==> src/rtl/clsc_pkg.sv <==
package clsc_pkg;
    timeunit 1ns;
    timeprecision 1ps;

    // ----------------------------------------------------------------
    // Register indexes (byte address = 4 * index)
    // ----------------------------------------------------------------
    localparam logic [4:0] REG_CTL     = 5'd0;
    localparam logic [4:0] REG_STAT    = 5'd1;
    localparam logic [4:0] REG_ADV     = 5'd4;
    localparam logic [4:0] REG_PAIR    = 5'd5;
    localparam logic [4:0] REG_NPTX    = 5'd7;
    localparam logic [4:0] REG_NPRX    = 5'd8;
    localparam logic [4:0] REG_GADV    = 5'd9;
    localparam logic [4:0] REG_MDIX    = 5'd18;
    localparam logic [4:0] REG_DSHIFT  = 5'd20;
    localparam logic [4:0] REG_IPD     = 5'd23;
    localparam logic [4:0] REG_INTEN   = 5'd25;
    localparam logic [4:0] REG_INTST   = 5'd26;
    localparam logic [4:0] REG_FXMDIX  = 5'd27;
    localparam logic [4:0] REG_AUXST   = 5'd28;
    localparam logic [4:0] REG_PAGE    = 5'd31;

    // ----------------------------------------------------------------
    // Page select values
    // ----------------------------------------------------------------
    localparam logic [15:0] PAGE_MAIN  = 16'h0000;
    localparam logic [15:0] PAGE_EXT   = 16'h0001;
    localparam logic [15:0] PAGE_TEST  = 16'h2a30;

    // ----------------------------------------------------------------
    // Reset values and fixed words
    // ----------------------------------------------------------------
    localparam logic [15:0] CTL_RST    = 16'h1140;
    localparam logic [15:0] ADV_RST    = 16'h01e1;
    localparam logic [15:0] GADV_RST   = 16'h0300;
    localparam logic [15:0] NPTX_RST   = 16'h2001;
    localparam logic [15:0] STAT_BASE  = 16'h7949;

    // ----------------------------------------------------------------
    // Field positions
    // ----------------------------------------------------------------
    localparam int CTL_SPD_LSB = 13;
    localparam int CTL_AN_EN   = 12;
    localparam int CTL_AN_RST  = 9;
    localparam int CTL_DUPLEX  = 8;
    localparam int CTL_SPD_MSB = 6;
    localparam int STAT_LINK   = 2;
    localparam int GADV_MS_MAN = 12;
    localparam int GADV_MS_VAL = 11;
    localparam int MDIX_XSEL   = 7;
    localparam int MDIX_AUTOD  = 5;
    localparam int MDIX_POLD   = 4;
    localparam int PAIR_LSB    = 3;
    localparam int DS_EN       = 4;
    localparam int DS_CNT_LSB  = 2;
    localparam int DS_STAT     = 1;
    localparam int IPD_EN      = 10;
    localparam int IPD_ST_LSB  = 8;
    localparam int INT_PIN_EN  = 15;
    localparam int INT_IPD     = 9;
    localparam int FX_MDIX_DIS = 15;
    localparam int GADV_1000F  = 9;
    localparam int GADV_1000H  = 8;
    localparam int ADV_ABIL_LSB = 5;
    localparam int ABIL_GIG_LSB = 4;

    localparam logic [1:0] PAIR_STRAIGHT = 2'b10;
    localparam logic [1:0] PAIR_CROSSED  = 2'b11;
    localparam logic [1:0] SPD_10        = 2'b00;
    localparam logic [1:0] SPD_100       = 2'b01;
    localparam logic [1:0] SPD_1000      = 2'b10;
    localparam logic [2:0] DS_BASE       = 3'd2;

    localparam logic [1:0] IPD_ST_SEARCH = 2'b00;
    localparam logic [1:0] IPD_ST_FOUND  = 2'b01;
    localparam logic [1:0] IPD_ST_NONE   = 2'b10;

    // ----------------------------------------------------------------
    // Timing
    // ----------------------------------------------------------------
    localparam int CLK_MHZ      = 40;
    localparam int IPD_LIMIT_US = 100;
    localparam int IPD_LIMIT_CYC = IPD_LIMIT_US * CLK_MHZ;

    typedef enum logic [2:0] {
        IPD_IDLE   = 3'b000,
        IPD_SEARCH = 3'b001,
        IPD_FOUND  = 3'b010,
        IPD_NEG    = 3'b011,
        IPD_UP     = 3'b100
    } clsc_ipd_state_type;

    // Cable-side observations, {1000F,1000H,100F,100H,10F,10H}
    typedef struct packed {
        logic        link_ok;
        logic        lp_an;
        logic        lp_ms;
        logic [5:0]  lp_abil;
        logic        pd_valid;
        logic [1:0]  pd_speed;
        logic        obs_cross;
        logic        obs_cdswap;
        logic [3:0]  obs_pol;
        logic        gig_fail;
        logic        loopback;
        logic [15:0] lp_np;
    } clsc_line_type;

    typedef struct packed {
        logic        an_on;
        logic [1:0]  speed;
        logic        full_dup;
        logic        master;
        logic [5:0]  adv;
        logic        crossed;
        logic        cd_swap;
        logic [3:0]  pol_fix;
        logic        send_ipd;
        logic [15:0] np_tx;
    } clsc_link_type;

endpackage : clsc_pkg

==> src/rtl/clsc_ipd_fsm.sv <==
module clsc_ipd_fsm
    import clsc_pkg::*;
#(
    parameter int LIMIT_CYC = IPD_LIMIT_CYC
) (
    // Clock and reset
    input  wire logic       core_clk,
    input  wire logic       sys_rst,
    // Control
    input  wire logic       enable,
    input  wire logic       link_up,
    input  wire logic       loopback,
    // Status
    output logic [1:0]      status,
    output logic            sending,
    output logic            found,
    output logic            hold_an
);
    timeunit 1ns;
    timeprecision 1ps;
    localparam int CW = $clog2(LIMIT_CYC + 1);
    localparam logic [CW-1:0] LIM = CW'(LIMIT_CYC - 1);

    typedef struct packed {
        clsc_ipd_state_type st;
        logic [CW-1:0]      cnt;
        logic [1:0]         status;
        logic               found;
    } clsc_ipd_reg_type;

    clsc_ipd_reg_type q, d;

    always_comb begin
        d = q;
        d.found = 1'b0;
        if (!enable) begin
            d.st = IPD_IDLE;
        end else begin
            case (q.st)
                IPD_IDLE: begin
                    d.st     = IPD_SEARCH;
                    d.cnt    = '0;
                    d.status = IPD_ST_SEARCH;
                end
                IPD_SEARCH: begin
                    d.cnt = q.cnt + 1'b1;
                    if (loopback) begin
                        d.st     = IPD_FOUND;
                        d.status = IPD_ST_FOUND;
                        d.found  = 1'b1;
                    end else if (q.cnt == LIM) begin
                        d.st     = IPD_NEG;
                        d.status = IPD_ST_NONE;
                    end
                end
                IPD_FOUND: begin
                    if (link_up) begin
                        d.st = IPD_UP;
                    end
                end
                IPD_NEG: begin
                    if (link_up) begin
                        d.st = IPD_UP;
                    end
                end
                IPD_UP: begin
                    if (!link_up) begin
                        d.st     = IPD_SEARCH;
                        d.cnt    = '0;
                        d.status = IPD_ST_SEARCH;
                    end
                end
                default: d.st = IPD_IDLE;
            endcase
        end
    end

    always_ff @(posedge core_clk) begin
        if (sys_rst) begin
            q <= '{st: IPD_IDLE, cnt: '0, status: IPD_ST_SEARCH, found: 1'b0};
        end else begin
            q <= d;
        end
    end

    assign status  = q.status;
    assign found   = q.found;
    assign sending = (q.st == IPD_SEARCH);
    // Normal negotiation runs unless detection is still searching or has found a partner without a link
    assign hold_an = (q.st == IPD_SEARCH) || (q.st == IPD_FOUND);

endmodule : clsc_ipd_fsm

==> src/rtl/clsc_top.sv <==
// Local design decisions: the Avalon-MM interface to the registers and the register addresses.
module clsc_top
    import clsc_pkg::*;
#(
    parameter int IPD_LIMIT = IPD_LIMIT_CYC
) (
    // Clock and reset
    input  wire logic          core_clk,
    input  wire logic          sys_rst,
    // Avalon-MM slave
    input  wire logic [6:0]    avs_address,
    input  wire logic          avs_read,
    input  wire logic          avs_write,
    input  wire logic [31:0]   avs_writedata,
    input  wire logic [3:0]    avs_byteenable,
    output logic [31:0]        avs_readdata,
    output logic               avs_waitrequest,
    // Cable side
    input  wire clsc_line_type line_in,
    output clsc_link_type      link_out,
    // Station interrupt
    output logic               mdint
);
    timeunit 1ns;
    timeprecision 1ps;

    // ----------------------------------------------------------------
    // State
    // ----------------------------------------------------------------
    typedef struct packed {
        clsc_line_type s1;
        clsc_line_type s2;
        logic          wait_q;
        logic [15:0]   rdata;
        logic [15:0]   ctl;
        logic [15:0]   adv;
        logic [15:0]   gadv;
        logic [15:0]   nptx;
        logic [15:0]   mdix;
        logic [15:0]   inten;
        logic [15:0]   page;
        logic          int_pend;
        logic          ds_en;
        logic [1:0]    ds_cnt;
        logic          downshifted;
        logic [2:0]    fail_cnt;
        logic          fail_prev;
        logic          ipd_en;
        logic          fx_dis;
        logic [1:0]    pair_force;
        logic          link_stat;
        clsc_link_type lo;
        logic          mdint;
    } clsc_top_type;

    clsc_top_type q, d;

    logic [1:0] ipd_status;
    logic       ipd_send;
    logic       ipd_found;
    logic       ipd_hold;

    // ----------------------------------------------------------------
    // Helpers
    // ----------------------------------------------------------------
    function automatic logic [15:0] merge(input logic [15:0] old, input logic [31:0] wd,
                                          input logic [3:0] be);
        logic [15:0] r;
        r = old;
        if (be[0]) r[7:0] = wd[7:0];
        if (be[1]) r[15:8] = wd[15:8];
        return r;
    endfunction : merge

    // Highest common ability: {speed, full duplex}
    function automatic logic [2:0] resolve(input logic [5:0] c);
        logic [2:0] r;
        r = {SPD_10, 1'b0};
        if (c[5]) r = {SPD_1000, 1'b1};
        else if (c[4]) r = {SPD_1000, 1'b0};
        else if (c[3]) r = {SPD_100, 1'b1};
        else if (c[2]) r = {SPD_100, 1'b0};
        else if (c[1]) r = {SPD_10, 1'b1};
        return r;
    endfunction : resolve

    // ----------------------------------------------------------------
    // Unpowered-partner detection
    // ----------------------------------------------------------------
    clsc_ipd_fsm #(
        .LIMIT_CYC (IPD_LIMIT)
    ) u_ipd (
        .core_clk (core_clk),
        .sys_rst  (sys_rst),
        .enable   (q.ipd_en && q.ctl[CTL_AN_EN]),
        .link_up  (q.s2.link_ok),
        .loopback (q.s2.loopback),
        .status   (ipd_status),
        .sending  (ipd_send),
        .found    (ipd_found),
        .hold_an  (ipd_hold)
    );

    // ----------------------------------------------------------------
    // Next state
    // ----------------------------------------------------------------
    logic        req;
    logic        take;
    logic [4:0]  idx;
    logic        on_main;
    logic        on_ext;
    logic        on_test;
    logic [15:0] rd_val;
    logic [15:0] wv;
    logic        clr_int;
    logic        restart;
    logic [5:0]  own_abil;
    logic [2:0]  res;
    logic        auto_ok;
    logic        fail_edge;

    always_comb begin
        d         = q;
        req       = avs_read || avs_write;
        take      = req && !q.wait_q;
        idx       = avs_address[6:2];
        on_main   = (q.page == PAGE_MAIN);
        on_ext    = (q.page == PAGE_EXT);
        on_test   = (q.page == PAGE_TEST);
        clr_int   = 1'b0;
        restart   = 1'b0;
        wv        = '0;
        res       = '0;
        fail_edge = 1'b0;

        // Two-stage synchroniser for all cable-side inputs
        d.s1 = line_in;
        d.s2 = q.s1;

        // Read mux, unmapped reads as zero
        rd_val = '0;
        if (idx == REG_PAGE) begin
            rd_val = q.page;
        end else if (on_main && idx == REG_CTL) begin
            rd_val = q.ctl;
        end else if (on_main && idx == REG_STAT) begin
            rd_val = STAT_BASE;
            rd_val[STAT_LINK] = q.link_stat;
        end else if (on_main && idx == REG_ADV) begin
            rd_val = q.adv;
        end else if (on_main && idx == REG_NPTX) begin
            rd_val = q.nptx;
        end else if (on_main && idx == REG_NPRX) begin
            rd_val = q.s2.lp_np;
        end else if (on_main && idx == REG_GADV) begin
            rd_val = q.gadv;
        end else if (on_main && idx == REG_MDIX) begin
            rd_val = q.mdix;
        end else if (on_main && idx == REG_INTEN) begin
            rd_val = q.inten;
        end else if (on_main && idx == REG_INTST) begin
            rd_val[INT_IPD] = q.int_pend;
        end else if (on_main && idx == REG_AUXST) begin
            rd_val = {2'b00, q.lo.crossed, q.lo.cd_swap, q.lo.pol_fix, 2'b00,
                      q.lo.full_dup, q.lo.speed, 3'b000};
        end else if (on_ext && idx == REG_DSHIFT) begin
            rd_val[DS_EN] = q.ds_en;
            rd_val[DS_CNT_LSB +: 2] = q.ds_cnt;
            rd_val[DS_STAT] = q.downshifted;
        end else if (on_ext && idx == REG_IPD) begin
            rd_val[IPD_EN] = q.ipd_en;
            rd_val[IPD_ST_LSB +: 2] = ipd_status;
        end else if (on_ext && idx == REG_FXMDIX) begin
            rd_val[FX_MDIX_DIS] = q.fx_dis;
        end else if (on_test && idx == REG_PAIR) begin
            rd_val[PAIR_LSB +: 2] = q.pair_force;
        end

        // Bus: one wait cycle, then waitrequest low for one cycle
        if (!q.wait_q) begin
            d.wait_q = 1'b1;
        end else if (req) begin
            d.wait_q = 1'b0;
            d.rdata  = rd_val;
        end

        // Effects land on the edge that completes the transfer
        if (take && avs_read && on_main && idx == REG_INTST) begin
            clr_int = 1'b1;
        end
        if (take && avs_write) begin
            if (idx == REG_PAGE) begin
                wv = merge(q.page, avs_writedata, avs_byteenable);
                d.page = wv;
            end else if (on_main && idx == REG_CTL) begin
                wv = merge(q.ctl, avs_writedata, avs_byteenable);
                restart = wv[CTL_AN_RST];
                wv[CTL_AN_RST] = 1'b0;
                d.ctl = wv;
            end else if (on_main && idx == REG_ADV) begin
                d.adv = merge(q.adv, avs_writedata, avs_byteenable);
            end else if (on_main && idx == REG_NPTX) begin
                d.nptx = merge(q.nptx, avs_writedata, avs_byteenable);
            end else if (on_main && idx == REG_GADV) begin
                d.gadv = merge(q.gadv, avs_writedata, avs_byteenable);
            end else if (on_main && idx == REG_MDIX) begin
                d.mdix = merge(q.mdix, avs_writedata, avs_byteenable);
            end else if (on_main && idx == REG_INTEN) begin
                d.inten = merge(q.inten, avs_writedata, avs_byteenable);
            end else if (on_ext && idx == REG_DSHIFT) begin
                wv = merge(16'h0000, avs_writedata, avs_byteenable);
                d.ds_en  = wv[DS_EN];
                d.ds_cnt = wv[DS_CNT_LSB +: 2];
            end else if (on_ext && idx == REG_IPD) begin
                wv = merge(16'h0000, avs_writedata, avs_byteenable);
                d.ipd_en = wv[IPD_EN];
            end else if (on_ext && idx == REG_FXMDIX) begin
                wv = merge(16'h0000, avs_writedata, avs_byteenable);
                d.fx_dis = wv[FX_MDIX_DIS];
            end else if (on_test && idx == REG_PAIR) begin
                wv = merge(16'h0000, avs_writedata, avs_byteenable);
                d.pair_force = wv[PAIR_LSB +: 2];
            end
        end

        // Set wins over clear-on-read
        d.int_pend = (q.int_pend && !clr_int) || ipd_found;
        d.mdint    = d.int_pend && q.inten[INT_PIN_EN];

        // Downshift: count failed gigabit attempts on rising edges
        fail_edge   = q.s2.gig_fail && !q.fail_prev;
        d.fail_prev = q.s2.gig_fail;
        if (restart || !q.ctl[CTL_AN_EN] || !q.ds_en) begin
            d.fail_cnt    = '0;
            d.downshifted = 1'b0;
        end else if (fail_edge && !q.downshifted && q.lo.adv[ABIL_GIG_LSB +: 2] != 2'b00) begin
            d.fail_cnt = q.fail_cnt + 1'b1;
            if (d.fail_cnt >= DS_BASE + {1'b0, q.ds_cnt}) begin
                d.downshifted = 1'b1;
            end
        end

        // Advertisement, gigabit dropped once downshifted
        own_abil = {q.gadv[GADV_1000F] && !q.downshifted, q.gadv[GADV_1000H] && !q.downshifted,
                    q.adv[ADV_ABIL_LSB +: 4]};
        d.lo.adv   = own_abil;
        d.lo.np_tx = q.nptx;
        d.lo.an_on = q.ctl[CTL_AN_EN] && !ipd_hold;
        d.lo.send_ipd = ipd_send;

        // Operating mode
        if (!q.ctl[CTL_AN_EN]) begin
            d.lo.speed    = {q.ctl[CTL_SPD_MSB], q.ctl[CTL_SPD_LSB]};
            d.lo.full_dup = q.ctl[CTL_DUPLEX];
        end else if (q.s2.lp_an) begin
            res = resolve(own_abil & q.s2.lp_abil);
            d.lo.speed    = res[2:1];
            d.lo.full_dup = res[0];
        end else if (q.s2.pd_valid) begin
            d.lo.speed    = q.s2.pd_speed;
            d.lo.full_dup = 1'b0;
        end
        if (q.gadv[GADV_MS_MAN]) begin
            d.lo.master = q.gadv[GADV_MS_VAL];
        end else begin
            d.lo.master = !q.s2.lp_ms;
        end

        // Pair mapping and polarity
        auto_ok = q.ctl[CTL_AN_EN] || (d.lo.speed != SPD_1000 && !q.fx_dis);
        if (q.pair_force == PAIR_STRAIGHT) begin
            d.lo.crossed = 1'b0;
            d.lo.cd_swap = 1'b0;
        end else if (q.pair_force == PAIR_CROSSED) begin
            d.lo.crossed = 1'b1;
            d.lo.cd_swap = 1'b0;
        end else if (!q.mdix[MDIX_AUTOD] && auto_ok) begin
            d.lo.crossed = q.s2.obs_cross;
            d.lo.cd_swap = q.s2.obs_cdswap;
        end else begin
            d.lo.crossed = q.mdix[MDIX_XSEL];
            d.lo.cd_swap = 1'b0;
        end
        d.lo.pol_fix = q.mdix[MDIX_POLD] ? 4'h0 : q.s2.obs_pol;

        d.link_stat = q.s2.link_ok && !ipd_hold;
    end

    // ----------------------------------------------------------------
    // Registers
    // ----------------------------------------------------------------
    always_ff @(posedge core_clk) begin
        if (sys_rst) begin
            q            <= '0;
            q.wait_q     <= 1'b1;
            q.ctl        <= CTL_RST;
            q.adv        <= ADV_RST;
            q.gadv       <= GADV_RST;
            q.nptx       <= NPTX_RST;
        end else begin
            q <= d;
        end
    end

    assign avs_waitrequest = q.wait_q;
    assign avs_readdata    = {16'h0000, q.rdata};
    assign link_out        = q.lo;
    assign mdint           = q.mdint;

endmodule : clsc_top

==> config.mk <==
export PLATFORM = sky130hd
export DESIGN_NAME = clsc_top
export DESIGN_NICKNAME = d
export VERILOG_FILES = /design/src/rtl/clsc_pkg.sv /design/src/rtl/clsc_ipd_fsm.sv /design/src/rtl/clsc_top.sv
export SDC_FILE = /design/constraint.sdc
export NUM_CORES = 1
export LEC_CHECK = 0
export BUFFER_PORTS_ARGS = -buffer_cell sky130_fd_sc_hd__buf_2
export CORE_ASPECT_RATIO = 1.1
export CORE_MARGIN = 1
export CORE_UTILIZATION = 40
export DETAILED_ROUTE_END_ITERATION = 6
export PLACE_DENSITY = 0.62
export SLEW_MARGIN = 20
export SYNTH_ARGS = -nofsm -noshare
export SYNTH_HDL_FRONTEND = slang
export SYNTH_SLANG_ARGS = --single-unit
==> constraint.sdc <==
create_clock -name core_clk -period 4.1 [get_ports core_clk]
set_clock_uncertainty 0.05 [all_clocks]
set_input_delay 0.82 -clock core_clk [delete_from_list [all_inputs] [get_ports core_clk]]
set_output_delay 0.82 -clock core_clk [all_outputs]
set_load 0.02 [all_outputs]
==> results.yml <==
drt:
  finalWirelength_um: 40400
  drcViolationCount: 0
  vias_per_cell: 5.67
  drtAntennaViolNets: 0
  wl_per_cell_um: 22.3
  drtIter0Drc: 1090
  num_vias: 10300
  first_pass_iters: 6
yosys:
  postSynthAreaPerCell_um2: 8.40
  synth_simple_gate_area_share_pct: 28.0
  synth_compound_area_share_pct: 15.2
  synth_fa_ha_area_share_pct: 0.542
  syn_area_mm2: 0.0115
  synthMuxAreaShare_pct: 1.66
  synth_area_leaders: "dfxtp_1 46%, nand2_1 7.3%, a21oi_1 5.7%"
  synth_top_area_cell: "dfxtp_1"
  yosysTopAreaCellShare_pct: 46.0
  syn_inst: 1374
  synth_flop_cell: "dfxtp_1"
  synthXorXnorAreaFrac_pct: 0.987
  synth-seq-cells: 265
  synth_top_family_by_area: "simple AND/OR/NAND/NOR gates"
  yosysWarningCount: 0
  synth_edf_count: 0
  synthArstFlopShare_pct: 0
  synth_cell_type_count: 73
  ys_seq_area_share_pct: 46.0
power:
  p_total_mw: 5.61
  power.density_mw_per_mm2: 429
  leakage_nw: 5.08
  ir_drop_v: 0.000363
  power_frac_comb_pct: 7.0
  seqPwrFrac_pct: 47.3
  p_clk_share_pct: 45.6
  p_switching_mw: 1.36
  swShare_pct: 24.3
  p_int_mw: 4.25
timing:
  worstMarginPinSlew_ps: 1020
  slew_violations: 0
  fin_crit_sh_pct: 79.1
  setup_ws_ps: 856
  fmax_mhz: 308
  rsz0062_at_grt: "false"
  period_needed_ps: 3240
  setup_viol: 0
  timing.final.hold_violations: 0
  whs_ps: 375
  tns_ps: 0
  slew_headroom_pct: 29.9
placed_design:
  dp_hpwl_um: 29500
  gp_congestion: 1.01
  dpl_worst_slack_ps: 596
  portBuffers: 113
final_layout:
  area_growth_pct: 13.4
  fill_cells: 2703
  final_common_cell: "dfxtp_1"
  drive_gt1_share_pct: 15.6
  nNetsFinal: 1520
  final_cell_mix: "265 x dfxtp_1, 225 x nand2_1, 131 x a21oi_1"
global_routing:
  grt_use_met2_pct: 41.7
  grt_overflow: 0
  grt_pass1_vias: 9373
  busiest_layer: "met2"
  use_met1_pct: 36.8
  grt.met3_usage_pct: 3.94
  grt_pass1_wl_um: 59000
  grt_max_degree: 114
  grt_antenna_before_repair: 1
  track_usage_pct: 26.9
clock_tree:
  cts_resized: 0
  cts-root-buf: "clkbuf_16"
  cts_buffers: 28
  postCtsSetupBuffers: 0
  clock_latency_ps: 570
  numClockSinks: 265
  cts.clk_slew.worst_paths_ps: 60
  clockBufferDepth: 3
  cts_tree: "done"
  holdBufCountCts: 0
  cts-htree-levels: 1
worst_setup_path:
  crit_type: "reg2reg"
  critical_path_required_ps: 4530
  r2r_setup_slack_ps: 860
  critPathArrivalTime_ps: 3680
  cp-end-kind: "flip-flop"
  crit_fanout: 9
  critPathLaunchType: "flip-flop"
die:
  die_x_um: 164
  die_area_mm2: 0.0295
  core_mm2: 0.0281
  num_rows: 64
  die_h_um: 180
  start_util_pct: 41.1
  pin_count: 151
run_status:
  outcome: "finished clean"
min_path:
  holdCritPathClass: "reg2reg"
run:
  drv_cap: 0
final timing paths:
path                     end  cells past startpoint    from
max          avs_readdata[8]                      7   q[61]
min             link_out[20]                      1  q[199]
max reg2reg  avs_readdata[8]                      7   q[61]
min reg2reg     link_out[20]                      1  q[199]
through the flow:
stage / instances / cell area, um^2 / util, %
2_1_floorplan: 1389 / 11600 / -
3_3_place_gp: 1765 / 12200 / 43.3
3_5_place_dp: 1765 / 12200 / 43.3
4_1_cts: 1814 / 13100 / 46.6
5_1_grt: 1814 / 13100 / 46.6
6_report: 1815 / 13100 / 46.6
power by group through the flow:
stage          clock network, mW  logic, mW  registers, mW
3_3_place_gp                   0      0.386           2.71
6_report                    2.56      0.395           2.66
2_1_floorplan                  0      0.262           2.70
5_1_grt                     2.72      0.420           2.66
4_1_cts                     2.60      0.388           2.66
3_5_place_dp                   0      0.387           2.71
worst max-delay path, cell delays in order, from the launching register on:
cell	delay, ps
dfxtp_1	390
or4_4	600
nor4_4	580
buf_4	280
and3_1	320
a222oi_1	190
or4_1	540
a32oi_1	210
area by class of cell:
type                    count  area, um^2  share of cell area (%)
repair buffers            156         907                    6.93
inverters                  21        78.8                   0.602
flip-flops and latches    265        5310                    40.5
multi-input cells         960        5410                    41.4
well taps                 363         454                    3.47
diodes                      1        2.50                  0.0191
clock inverters            13         165                    1.26
clock buffers              36         761                    5.81
cell usage after synthesis (all sizes together), types with 4 or more instances:
cell type    n
o22ai        7
nand4       21
clkbuf      67
or2          4
xor2         6
o21ai       38
xnor2        7
ha           5
inv         21
nand2      225
nor3b        6
nand3b      13
a211oi       9
nor3        20
nand2b       8
a221oi      18
dfxtp      265
a21oi      131
and3        26
nor2       104
a22oi        4
a21o         6
and2        13
nor4        15
or4          7
nor2b      101
o211ai       8
o21a         6
a31oi        5
buf         76
nand3       41
mux2i       18
or3          6
nand4b       6
o221ai      12
flip-flops by register name, summed over array words and instances, names as in the netlist:
signal           cells
u_ipd.q             15
d                   56
avs_waitrequest      1
avs_readdata        16
u_ipd.status         2
link_out            34
u_ipd.found          1
q                  139
mdint                1
logic make-up (layout without fill, tap and decap cells):
| logic type | after synthesis | after routing |
|---|---|---|
| and+or+nand+nor | 627 | 627 |
| AOI/OAI and AO/OA | 280 | 280 |
| DFF | 265 | 265 |
| buffers and inverters | 164 | 226 |
| muxes | 19 | 19 |
| xor gates and xnor gates | 13 | 13 |
| adders and majority gates | 5 | 5 |
| other | 1 | 17 |
layer usage:
| metal | part of all wire, % | wire length (um) |
|---|---|---|
| met1 | 43 | 17400 |
| met2 | 45 | 18100 |
| met3 | 7.7 | 3120 |
| met4 | 4.5 | 1810 |
| met5 | 0.032 | 13 |
No activity file was read; power rests on OpenSTA's default activity.
